$ cat config.mk
export PLATFORM = sky130hd
export DESIGN_NAME = tmiw_top
export DESIGN_NICKNAME = d
export VERILOG_FILES = /design/src/tmiw_flag.v /design/src/tmiw_rise.v /design/src/tmiw_top.v
export VERILOG_INCLUDE_DIRS = /design/src /design/src/src
export SDC_FILE = /design/constraint.sdc
export NUM_CORES = 1
export LEC_CHECK = 0
export BUFFER_PORTS_ARGS = -buffer_cell sky130_fd_sc_hd__buf_4
export CORE_MARGIN = 2
export CORE_UTILIZATION = 38
export CTS_BUF_LIST = sky130_fd_sc_hd__clkbuf_8
export CTS_CLUSTER_SIZE = 28
export DETAILED_ROUTE_END_ITERATION = 7
export GPL_ROUTABILITY_DRIVEN = 0
export PLACE_DENSITY = 0.72
export SLEW_MARGIN = 30
export SYNTH_ARGS = -nofsm -noshare
export SYNTH_HDL_FRONTEND = slang
export SYNTH_HIERARCHICAL = 1
export SYNTH_SLANG_ARGS = --single-unit
$ cat constraint.sdc
create_clock -name clk_i -period 1.4 [get_ports clk_i]
set_input_delay 0.14 -clock clk_i [delete_from_list [all_inputs] [get_ports clk_i]]
set_output_delay 0.14 -clock clk_i [all_outputs]
set_load 0.005 [all_outputs]
$ cat src/tmiw_defines.vh
// Constants for the timer match interrupt and wake-up block
`ifndef TMIW_DEFINES_VH
`define TMIW_DEFINES_VH
// ============================================================
// Widths and defaults
`define TMIW_NUM_TIMERS 3
`define TMIW_NUM_GROUPS 3
`define TMIW_PC_W 11
`define TMIW_VEC_W 11
`define TMIW_GEI_RST 1'b0
`define TMIW_FLAG_RST 1'b0
// ============================================================
// Entry sequencer states
`define TMIW_ST_RUN 2'h0
`define TMIW_ST_ENTRY 2'h1
`define TMIW_ST_VECTOR 2'h2
`endif

$ cat src/tmiw_flag.v
// One sticky request flag with set-over-clear priority
`timescale 1ns/10ps
module tmiw_flag (
  input wire clk_i,
  input wire reset_n_i,
  input wire ce_i,
  input wire set_i,
  input wire clr_i,
  input wire wr_i,
  input wire wr_val_i,
  output reg flag_o
);
`include "tmiw_defines.vh"
  always @(posedge clk_i or negedge reset_n_i) begin
    if (!reset_n_i) begin
      flag_o <= `TMIW_FLAG_RST;
    end else if (ce_i) begin
      // A set in the same cycle as a clear is not lost
      if (set_i) begin
        flag_o <= 1'b1;
      end else if (wr_i) begin
        flag_o <= wr_val_i;
      end else if (clr_i) begin
        flag_o <= 1'b0;
      end
    end
  end
endmodule

$ cat src/tmiw_rise.v
// Rising-edge detector for a wake-up source
`timescale 1ns/10ps
module tmiw_rise #(
  parameter W = 1
) (
  input wire clk_i,
  input wire reset_n_i,
  input wire ce_i,
  input wire [W-1:0] d_i,
  output wire rise_o
);
  reg [W-1:0] prev_r;
  always @(posedge clk_i or negedge reset_n_i) begin
    if (!reset_n_i) begin
      prev_r <= {W{1'b0}};
    end else if (ce_i) begin
      prev_r <= d_i;
    end
  end
  // Enables are not looked at here on purpose
  assign rise_o = |(d_i & ~prev_r);
endmodule

$ cat src/tmiw_top.v
// Timer match interrupt controller with wake-up and entry/return sequencing
`timescale 1ns/10ps
`include "tmiw_defines.vh"
module tmiw_top #(
  parameter NT = `TMIW_NUM_TIMERS,
  parameter NG = `TMIW_NUM_GROUPS,
  parameter PCW = `TMIW_PC_W
) (
  input wire clk_i,
  input wire reset_n_i,
  input wire ce_i,
  // Timer comparator events, one-cycle pulses
  input wire [NT-1:0] period_match_i,
  input wire [NT-1:0] compare_match_i,
  // Group membership of each timer, one-hot per timer, flattened
  input wire [NT*NG-1:0] timer_group_map_i,
  // Software access to flags: write strobe with value
  input wire [NT-1:0] period_flag_wr_i,
  input wire [NT-1:0] period_flag_wr_val_i,
  input wire [NT-1:0] compare_flag_wr_i,
  input wire [NT-1:0] compare_flag_wr_val_i,
  input wire [NG-1:0] group_flag_wr_i,
  input wire [NG-1:0] group_flag_wr_val_i,
  input wire gie_wr_i,
  input wire gie_wr_val_i,
  // Enables
  input wire [NT-1:0] timer_period_match_enable_i,
  input wire [NT-1:0] timer_compare_match_enable_i,
  input wire [NG-1:0] multifunction_group_enable_i,
  // Core side
  input wire instr_boundary_i,
  input wire stack_full_i,
  input wire [PCW-1:0] pc_i,
  input wire [NG*PCW-1:0] group_vector_i,
  input wire ret_i,
  input wire return_and_reenable_i,
  input wire sleeping_i,
  // Outputs
  output wire [NT-1:0] timer_period_match_flag_o,
  output wire [NT-1:0] timer_compare_match_flag_o,
  output wire [NG-1:0] multifunction_group_flag_o,
  output reg global_interrupt_enable_o,
  output reg push_o,
  output reg [PCW-1:0] push_pc_o,
  output reg pop_o,
  output reg vector_load_o,
  output reg [PCW-1:0] vector_addr_o,
  output wire wake_o
);
  // ============================================================
  // Timer request flags
  wire [NG-1:0] group_take;
  reg [1:0] state_r;
  reg [1:0] state_nxt;
  reg [NG-1:0] sel_r;
  genvar t;
  genvar g;
  generate
    for (t = 0; t < NT; t = t + 1) begin : g_tmr
      // Servicing leaves these set; only software clears them
      tmiw_flag u_pf (
        .clk_i(clk_i),
        .reset_n_i(reset_n_i),
        .ce_i(ce_i),
        .set_i(period_match_i[t]),
        .clr_i(1'b0),
        .wr_i(period_flag_wr_i[t]),
        .wr_val_i(period_flag_wr_val_i[t]),
        .flag_o(timer_period_match_flag_o[t])
      );
      tmiw_flag u_af (
        .clk_i(clk_i),
        .reset_n_i(reset_n_i),
        .ce_i(ce_i),
        .set_i(compare_match_i[t]),
        .clr_i(1'b0),
        .wr_i(compare_flag_wr_i[t]),
        .wr_val_i(compare_flag_wr_val_i[t]),
        .flag_o(timer_compare_match_flag_o[t])
      );
    end
  endgenerate
  // ============================================================
  // Group flags: set on a new enabled timer request
  wire [NT-1:0] src_req = (timer_period_match_flag_o & timer_period_match_enable_i) |
                          (timer_compare_match_flag_o & timer_compare_match_enable_i);
  reg [NT-1:0] src_req_d_r;
  always @(posedge clk_i or negedge reset_n_i) begin
    if (!reset_n_i) begin
      src_req_d_r <= {NT{1'b0}};
    end else if (ce_i) begin
      src_req_d_r <= src_req;
    end
  end
  wire [NT-1:0] src_new = src_req & ~src_req_d_r;
  generate
    for (g = 0; g < NG; g = g + 1) begin : g_grp
      wire [NT-1:0] members;
      for (t = 0; t < NT; t = t + 1) begin : g_m
        assign members[t] = timer_group_map_i[t*NG+g];
      end
      tmiw_flag u_mf (
        .clk_i(clk_i),
        .reset_n_i(reset_n_i),
        .ce_i(ce_i),
        .set_i(|(src_new & members)),
        .clr_i(group_take[g]),
        .wr_i(group_flag_wr_i[g]),
        .wr_val_i(group_flag_wr_val_i[g]),
        .flag_o(multifunction_group_flag_o[g])
      );
    end
  endgenerate
  // ============================================================
  // Wake-up on any flag rising, enables ignored
  wire rise_any;
  tmiw_rise #(
    .W(2*NT+NG)
  ) u_wake (
    .clk_i(clk_i),
    .reset_n_i(reset_n_i),
    .ce_i(ce_i),
    .d_i({multifunction_group_flag_o, timer_compare_match_flag_o, timer_period_match_flag_o}),
    .rise_o(rise_any)
  );
  // Qualified by the sleep state so a running core sees no spurious wake
  assign wake_o = rise_any & sleeping_i;
  // ============================================================
  // Priority select of the lowest pending enabled group
  wire [NG-1:0] gated = multifunction_group_flag_o & multifunction_group_enable_i;
  wire [NG-1:0] pick = gated & ~(gated - {{(NG-1){1'b0}}, 1'b1});
  wire take = global_interrupt_enable_o & (|gated) & ~stack_full_i &
              instr_boundary_i & (state_r == `TMIW_ST_RUN);
  assign group_take = take ? pick : {NG{1'b0}};
  reg [PCW-1:0] vec_sel;
  integer k;
  always @* begin
    vec_sel = {PCW{1'b0}};
    for (k = 0; k < NG; k = k + 1) begin
      if (sel_r[k]) begin
        vec_sel = group_vector_i[k*PCW +: PCW];
      end
    end
  end
  // ============================================================
  // Entry sequencer
  always @* begin
    state_nxt = state_r;
    case (state_r)
      `TMIW_ST_RUN: begin
        if (take) begin
          state_nxt = `TMIW_ST_ENTRY;
        end
      end
      `TMIW_ST_ENTRY: begin
        state_nxt = `TMIW_ST_VECTOR;
      end
      `TMIW_ST_VECTOR: begin
        state_nxt = `TMIW_ST_RUN;
      end
      default: begin
        state_nxt = `TMIW_ST_RUN;
      end
    endcase
  end
  always @(posedge clk_i or negedge reset_n_i) begin
    if (!reset_n_i) begin
      state_r <= `TMIW_ST_RUN;
      sel_r <= {NG{1'b0}};
      global_interrupt_enable_o <= `TMIW_GEI_RST;
      push_o <= 1'b0;
      push_pc_o <= {PCW{1'b0}};
      pop_o <= 1'b0;
      vector_load_o <= 1'b0;
      vector_addr_o <= {PCW{1'b0}};
    end else if (ce_i) begin
      state_r <= state_nxt;
      push_o <= 1'b0;
      pop_o <= 1'b0;
      vector_load_o <= 1'b0;
      if (take) begin
        sel_r <= pick;
        global_interrupt_enable_o <= 1'b0;
      end else if (return_and_reenable_i) begin
        pop_o <= 1'b1;
        global_interrupt_enable_o <= 1'b1;
      end else if (ret_i) begin
        pop_o <= 1'b1;
      end else if (gie_wr_i) begin
        global_interrupt_enable_o <= gie_wr_val_i;
      end
      if (state_r == `TMIW_ST_ENTRY) begin
        push_o <= 1'b1;
        push_pc_o <= pc_i;
      end
      if (state_r == `TMIW_ST_VECTOR) begin
        vector_load_o <= 1'b1;
        vector_addr_o <= vec_sel;
      end
    end
  end
endmodule

==> reports/metrics.yaml, run 1 <==
fp.dieArea_um2: 7200
rr_worst_depth: 7
floorplan.die.height_um: 84.9
cts_tree: "done"
net-switching-power_mw: 1.51
post_drt_antenna_nets: 0
synth_sequential_area_ratio: 0.524
start_util: 0.391
portBuffers: 131
cts_root_buf: "sky130_fd_sc_hd__clkbuf_8"
synthMostInstantiatedCell: "sky130_fd_sc_hd__dfrtp_1"
timing.critical_path.slowest_stage_cell: "sky130_fd_sc_hd__dfrtp_1"
n_antenna_cell: 0
outcome: "finished, violations left"
dr_total_vias: 2454
drt-wirelength-per-cell_um: 14.7
synth.avg_cell_area_um2: 10.7
post_synth_main_area_contributors: "sky130_fd_sc_hd__dfrtp_1 (52%), sky130_fd_sc_hd__mux2_2 (5.4%), sky130_fd_sc_hd__a22o_1 (3.9%), sky130_fd_sc_hd__o21ai_0 (3.8%), sky130_fd_sc_hd__a221oi_1 (3.5%)"
route.detailed.drc: 0
i_o_pin_count: 132
max_clock_freq_ghz: 0.594
critical_path_class: "flop to output port"
hold_viol: 0
ys_async_sr_fraction: 1.00
max_cap_violations: 0
grt_antenna_before_repair: 0
worst_hold_path_cells: 2
htree_levels: 2
largest_net_degree_at_the_start_of_global_routing: 40
syn-instance-count: 232
shortest_period_the_worst_path_allows_ns: 1.68
violations_in_the_final_reports: "setup timing"
synth_top_area_share: 0.524
power_density_nw_per_um2: 1270
power_switching_share: 0.293
max-clock-path-buffers: 2
cp_top_family: "flip-flops"
yosysWarningCount: 6
pre_cts_ws_ns: -0.114
min_path_type: "input port to flop"
synth_commonest_cells: "sky130_fd_sc_hd__dfrtp_1 (52), sky130_fd_sc_hd__nand2_1 (19), sky130_fd_sc_hd__o21ai_0 (19), sky130_fd_sc_hd__nor2b_1 (14), sky130_fd_sc_hd__mux2_2 (12)"
path_clk_slew_ns: 0.09
critical_path.startpoint: "g_tmr[0].u_pf/flag_o"
layout.filler_cells: 521
row_count: 29
layout_overhead_on_the_synthesized_area_pct: 63.5
synthFlopType: "sky130_fd_sc_hd__dfrtp_1"
worst_ep_required_time_ns: 1.26
synth.ff_latch_count: 52
fin_ws_ns: -0.282
coreArea_um2: 6350
worst_ep_arrival_time_ns: 1.54
totalWireLength_um: 6960
p_leak_nw: 2.00
synth_edf_count: 0
combPwrFrac: 0.383
path_max_fanout: 3
drtIter0Drc: 79
cp.depth: 4
setup.reg_to_reg.worst_slack_ns: -0.22
via_to_cell_ratio: 5.17
maxSlewViolCount: 0
ys_types: 40
critPathCapture: "wake_o"
global_route.usage.total: 0.196
vdd_drop_max_mv: 0.880
worst_r2r_dst: "g_grp[2].u_mf/flag_o"
report.power.total_mw: 5.15
final-setup-viol-count: 9
place_hpwl_um: 5160
die_width_um: 84.9
synth_area_um2: 2480
tightest_slew_ns: 0.611
maxSlewHeadroom: 0.592
synthDominantAreaCellType: "sky130_fd_sc_hd__dfrtp_1"
drt_pre_antenna_iters: 4
cts_buffers: 5
internal_power_mw: 3.65
rsz_0062_raised_after_global_routing: "yes"
vias_in_the_first_global_route: 2382
critical-path-max-stage-delay_ns: 0.43
clkSinkCount: 52
fin_crit_sh: 1.20
regToRegStartpoint: "g_grp[0].u_mf/flag_o"
num-nets-final: 493
clk-insertion-delay-late_ns: 0.30
clock_power_share: 0.194
drive_gt1_frac: 0.520
cp_num_buf_inv: 1
critical_path.cell_chain: "a222oi_1, nand3_1, and2_1, buf_4"
grt_pass1_wl_um: 11400
worstSetupEndpointType: "output port"
seq_power_share: 0.423
fin_worst_skew_ns: 0.00630
critical_path.startpoint_type: "flop"
grt.overflow.total: 0
hold_path_startpoint: "pc_i[7]"
## power by group through the flow
stage | Clock, mW | Sequential (mW) | Combinational, mW
2_1_floorplan | 0 | 2.18 | 0.813
3_3_place_gp | 0 | 2.18 | 1.82
3_5_place_dp | 0 | 2.20 | 1.86
4_1_cts | 1.03 | 2.17 | 1.93
5_1_grt | 1.11 | 2.24 | 2.16
6_report | 0.999 | 2.18 | 1.97
## worst register-to-register path, cell delays in order, from the launching register on
cell and delay, ns:
sky130_fd_sc_hd__dfrtp_1 0.39, sky130_fd_sc_hd__buf_4 0.13, sky130_fd_sc_hd__buf_4 0.13, sky130_fd_sc_hd__buf_4 0.13
sky130_fd_sc_hd__a22o_1 0.22, sky130_fd_sc_hd__nor4_4 0.18, sky130_fd_sc_hd__o21ai_1 0.11, sky130_fd_sc_hd__a22o_1 0.23
## sequential cells by signal (all words and copies together), names as in the netlist
| register | flops |
|---|---|
| push_pc_o | 11 |
| vector_addr_o | 11 |
| u_wake/prev_r | 9 |
| g_grp.u_mf/flag_o | 3 |
| g_tmr.u_af/flag_o | 3 |
| g_tmr.u_pf/flag_o | 3 |
| sel_r | 3 |
| src_req_d_r | 3 |
| state_r | 2 |
| global_interrupt_enable_o | 1 |
| pop_o | 1 |
| push_o | 1 |
| vector_load_o | 1 |
## per-layer routing
layer,vias to the layer above,share of wire,global-route usage
met5,-,0,0
met4,0,0.0075,0.0418
met3,6,0.086,0.0516
met2,118,0.47,0.315
met1,1146,0.44,0.269
li1,1184,-,-
## cell type report
cell class	instances	area (um2)	area share
inverters	12	45.0	0.0111
well taps	77	96.3	0.0237
clock inverters	3	38.8	0.00954
flip-flops and latches	52	1300	0.320
clock buffers	5	68.8	0.0169
repair buffers	165	1290	0.317
multi-input cells	161	1220	0.301
## timing repair
| item | 4_1_cts | 5_1_grt |
|---|---|---|
| setup endpoints to repair | 15 | 10 |
| hold buffers | 1 | 0 |
| pin swaps | 6 | 9 |
| resized for setup | 6 | 15 |
| gates cloned | 0 | 0 |
| setup buffers | 5 | 4 |
| hold endpoints to repair | 22 | 0 |
## cells by family (layout without fill, tap and decap cells)
group                  count (synthesis)  in the layout  share of synthesized area
multiplexers                          14             14                     0.0634
flip-flops                            52             52                      0.524
buffers and inverters                 24            185                     0.0388
AO/OA/AOI/OAI                         84             84                      0.246
AND/OR/NAND/NOR                       57             57                      0.126
other                                  1              6                    0.00151
## cell usage in the layout, fill, tap and decap left out, drive strengths merged, types with 4 or more instances in the layout
cell and instances:
nor3 4, mux2 14, o21ai 23, nor2 5
a221oi 10, inv 12, nand2 19, o31ai 11
dfrtp 52, a21oi 5, conb 6, clkbuf 5
a21o 10, nor2b 15, buf 164, a22oi 4
a22o 12
## worst min path at each step
| stage | to |
|---|---|
| after floorplan | g_grp[0].u_mf/flag_o |
| after global placement | vector_addr_o[0] |
| after detailed placement | vector_addr_o[2] |
| after CTS | push_pc_o[7] |
| after global routing | push_pc_o[10] |
| final | push_pc_o[7] |
## stage by stage
stage                     std cells  hold WS [ns]  instance area, um2  utilization  setup TNS (ns)
after floorplan                 237        -0.156                2550            -         -0.0127
after global placement          458        0.0591                3790        0.597          -0.350
after detailed placement        458        0.0613                3790        0.597          -0.461
after CTS                       472        0.0599                3990        0.628          -0.930
after global routing            475        0.0520                4060        0.640           -1.95
final                           475        0.0688                4060        0.640           -1.35
Power figures use the tool's default switching activity.
==> inputs of run 2 (changes only) <==
- SYNTH_HIERARCHICAL: 1 -> default
==> run 2 against run 1 <==
- the run still ends with setup timing left
- final cell count grew 0.42%
- via count shrank 1.5%
- clock power fell by 16%
- synthesized area grew 0.86%
- first-iteration DRC count increased by 95%
- largest power group unchanged
- sequential cell count unchanged
- sequential power barely moved
- clock skew up 0.00077 ns
- wire length grew 1.4%
- global-route usage is 0.25 points higher
- non-clock buffer count grew 1
- power decreased by 3.1%
==> reports/metrics.yaml, run 2 <==
htree_levels: 2
cts_tree: "done"
drive_gt1_frac: 0.510
worst_hold_slack_ns: 0.0267
grt_pass1_wl_um: 11500
synth_commonest_cells: "sky130_fd_sc_hd__dfrtp_1 (52), sky130_fd_sc_hd__nand2_1 (28), sky130_fd_sc_hd__o21ai_0 (19), sky130_fd_sc_hd__mux2_2 (17), sky130_fd_sc_hd__inv_1 (16)"
ys_types: 36
hold_viol: 0
i_o_pin_count: 132
drtIter0Drc: 154
critical_path.startpoint_type: "flop"
yosysWarningCount: 0
ys_async_sr_fraction: 1.00
synthFlopType: "sky130_fd_sc_hd__dfrtp_1"
path_max_fanout: 2
fin_worst_skew_ns: 0.00708
biggestRegsByFlops: "push_pc_o: 11 flops, vector_addr_o: 11 flops, u_wake.prev_r: 9 flops"
num-nets-final: 495
vdd_drop_max_mv: 0.815
synthMostInstantiatedCell: "sky130_fd_sc_hd__dfrtp_1"
portBuffers: 131
global_route.usage.total: 0.198
post_drt_antenna_nets: 0
cp_top_family: "simple AND/OR/NAND/NOR gates"
place_hpwl_um: 5210
row_count: 29
via_to_cell_ratio: 5.07
floorplan.die.height_um: 85.2
synthDominantAreaCellType: "sky130_fd_sc_hd__dfrtp_1"
outcome: "finished, violations left"
n_antenna_cell: 0
p_leak_nw: 1.92
max-clock-path-buffers: 2
synth_top_area_share: 0.519
power_density_nw_per_um2: 1270
fp.dieArea_um2: 7260
synth.avg_cell_area_um2: 10.1
clk-insertion-delay-late_ns: 0.31
synth_fp_nets: 343
path_clk_slew_ns: 0.09
max_clock_freq_ghz: 0.571
worstSetupEndpointType: "flop"
post_synth_main_area_contributors: "sky130_fd_sc_hd__dfrtp_1 (52%), sky130_fd_sc_hd__mux2_2 (7.6%), sky130_fd_sc_hd__nand2_1 (4.2%), sky130_fd_sc_hd__o21ai_0 (3.8%), sky130_fd_sc_hd__a221oi_1 (3.5%)"
min_path_type: "input port to flop"
totalWireLength_um: 7060
worst_ep_required_time_ns: 1.60
layout_overhead_on_the_synthesized_area_pct: 56.3
maxSlewViolCount: 0
detailed_place.area_um2: 3670
synth.ff_latch_count: 52
final_area_um2: 3920
cp_num_buf_inv: 0
dr_total_vias: 2418
drt-wirelength-per-cell_um: 14.8
synth_edf_count: 0
layout.filler_cells: 557
final_cell_mix: "sky130_fd_sc_hd__buf_4 (163), sky130_fd_sc_hd__dfrtp_1 (52), sky130_fd_sc_hd__nand2_1 (27)"
synth_area_um2: 2510
cts_root_buf: "sky130_fd_sc_hd__clkbuf_8"
grt_antenna_before_repair: 0
fin_crit_sh: 1.25
shortest_period_the_worst_path_allows_ns: 1.75
critical_path.cell_chain: "nand2b_4, or4_4, or3_4, a32o_1"
start_util: 0.395
cts_buffers: 5
coreArea_um2: 6350
grt.overflow.total: 0
largest_net_degree_at_the_start_of_global_routing: 53
layout.cells.most_common: "sky130_fd_sc_hd__buf_4"
max_cap_violations: 0
critical_path_class: "flop to flop"
tightest_slew_ns: 0.662
vias_in_the_first_global_route: 2493
timing.critical_path.slowest_stage_cell: "sky130_fd_sc_hd__or4_4"
tns_ns: -2.11
report.power.total_mw: 4.99
syn-instance-count: 247
pre_cts_ws_ns: -0.373
critical-path-max-stage-delay_ns: 0.53
final-setup-viol-count: 9
die_width_um: 85.2
route.detailed.drc: 0
synth_sequential_area_ratio: 0.519
fin_ws_ns: -0.351
rsz_0062_raised_after_global_routing: "yes"
violations_in_the_final_reports: "setup timing"
drt_pre_antenna_iters: 4
clkSinkCount: 52
worst_ep_arrival_time_ns: 1.95
maxSlewHeadroom: 0.558
[run 2: final cells by class]
cell class / count / area (um2) / area share
clock buffer: 5 / 68.8 / 0.0176
clock inverter: 3 / 16.3 / 0.00415
inverter: 16 / 60.1 / 0.0153
multi-input combinational: 158 / 1110 / 0.283
sequential: 52 / 1300 / 0.332
tap: 77 / 96.3 / 0.0246
timing repair buffer: 166 / 1260 / 0.323
[run 2: metal layers]
layer,share of wire,GRT usage
met1,0.39,0.242
met2,0.55,0.353
met3,0.045,0.0428
met4,0.014,0.0534
met5,0,0
[run 2: cells by family after synthesis]
logic type             count (synthesis)  share of synthesized area
and+or+nand+nor                       72                      0.144
buffers and inverters                 37                     0.0689
AOI/OAI and AO/OA                     69                      0.192
muxes                                 17                     0.0764
DFF                                   52                      0.519
[run 2: final timing paths]
kind | from | to | slack (ns) | cells past startpoint
worst min register to register | vector_addr_o[5] | vector_addr_o[5] | 0.49 | 2
worst max-delay path | state_r[0] | g_grp[1].u_mf.flag_o | -0.35 | 4
worst min-delay path | compare_flag_wr_i[1] | g_tmr[1].u_af.flag_o | 0.03 | 2
worst max register to register | state_r[0] | g_grp[1].u_mf.flag_o | -0.35 | 4
max in group asynchronous | reset_n_i | vector_addr_o[8] | 0.50 | 2
min in group asynchronous | reset_n_i | g_tmr[0].u_af.flag_o | 0.42 | 2
[run 2: power by group]
part | switching [mW] | internal, mW
Sequential | 0.273 | 1.93
Clock | 0.495 | 0.344
Combinational | 0.756 | 1.20
[run 2: timing repair]
| action | 4_1_cts | 5_1_grt |
|---|---|---|
| setup endpoints to repair | 20 | 10 |
| hold endpoints to repair | 52 | 0 |
| gates resized for setup | 13 | 6 |
| hold buffers | 1 | 0 |
| pin swaps | 5 | 5 |
| setup buffers | 10 | 1 |
| gates cloned | 0 | 0 |
[run 2: stage by stage]
| stage | instances | util |
|---|---|---|
| 3_3_place_gp | 458 | 0.579 |
| 5_1_grt | 477 | 0.617 |
| 2_1_floorplan | 247 | - |
| 3_5_place_dp | 458 | 0.579 |
| 6_report | 477 | 0.617 |
| 4_1_cts | 477 | 0.614 |
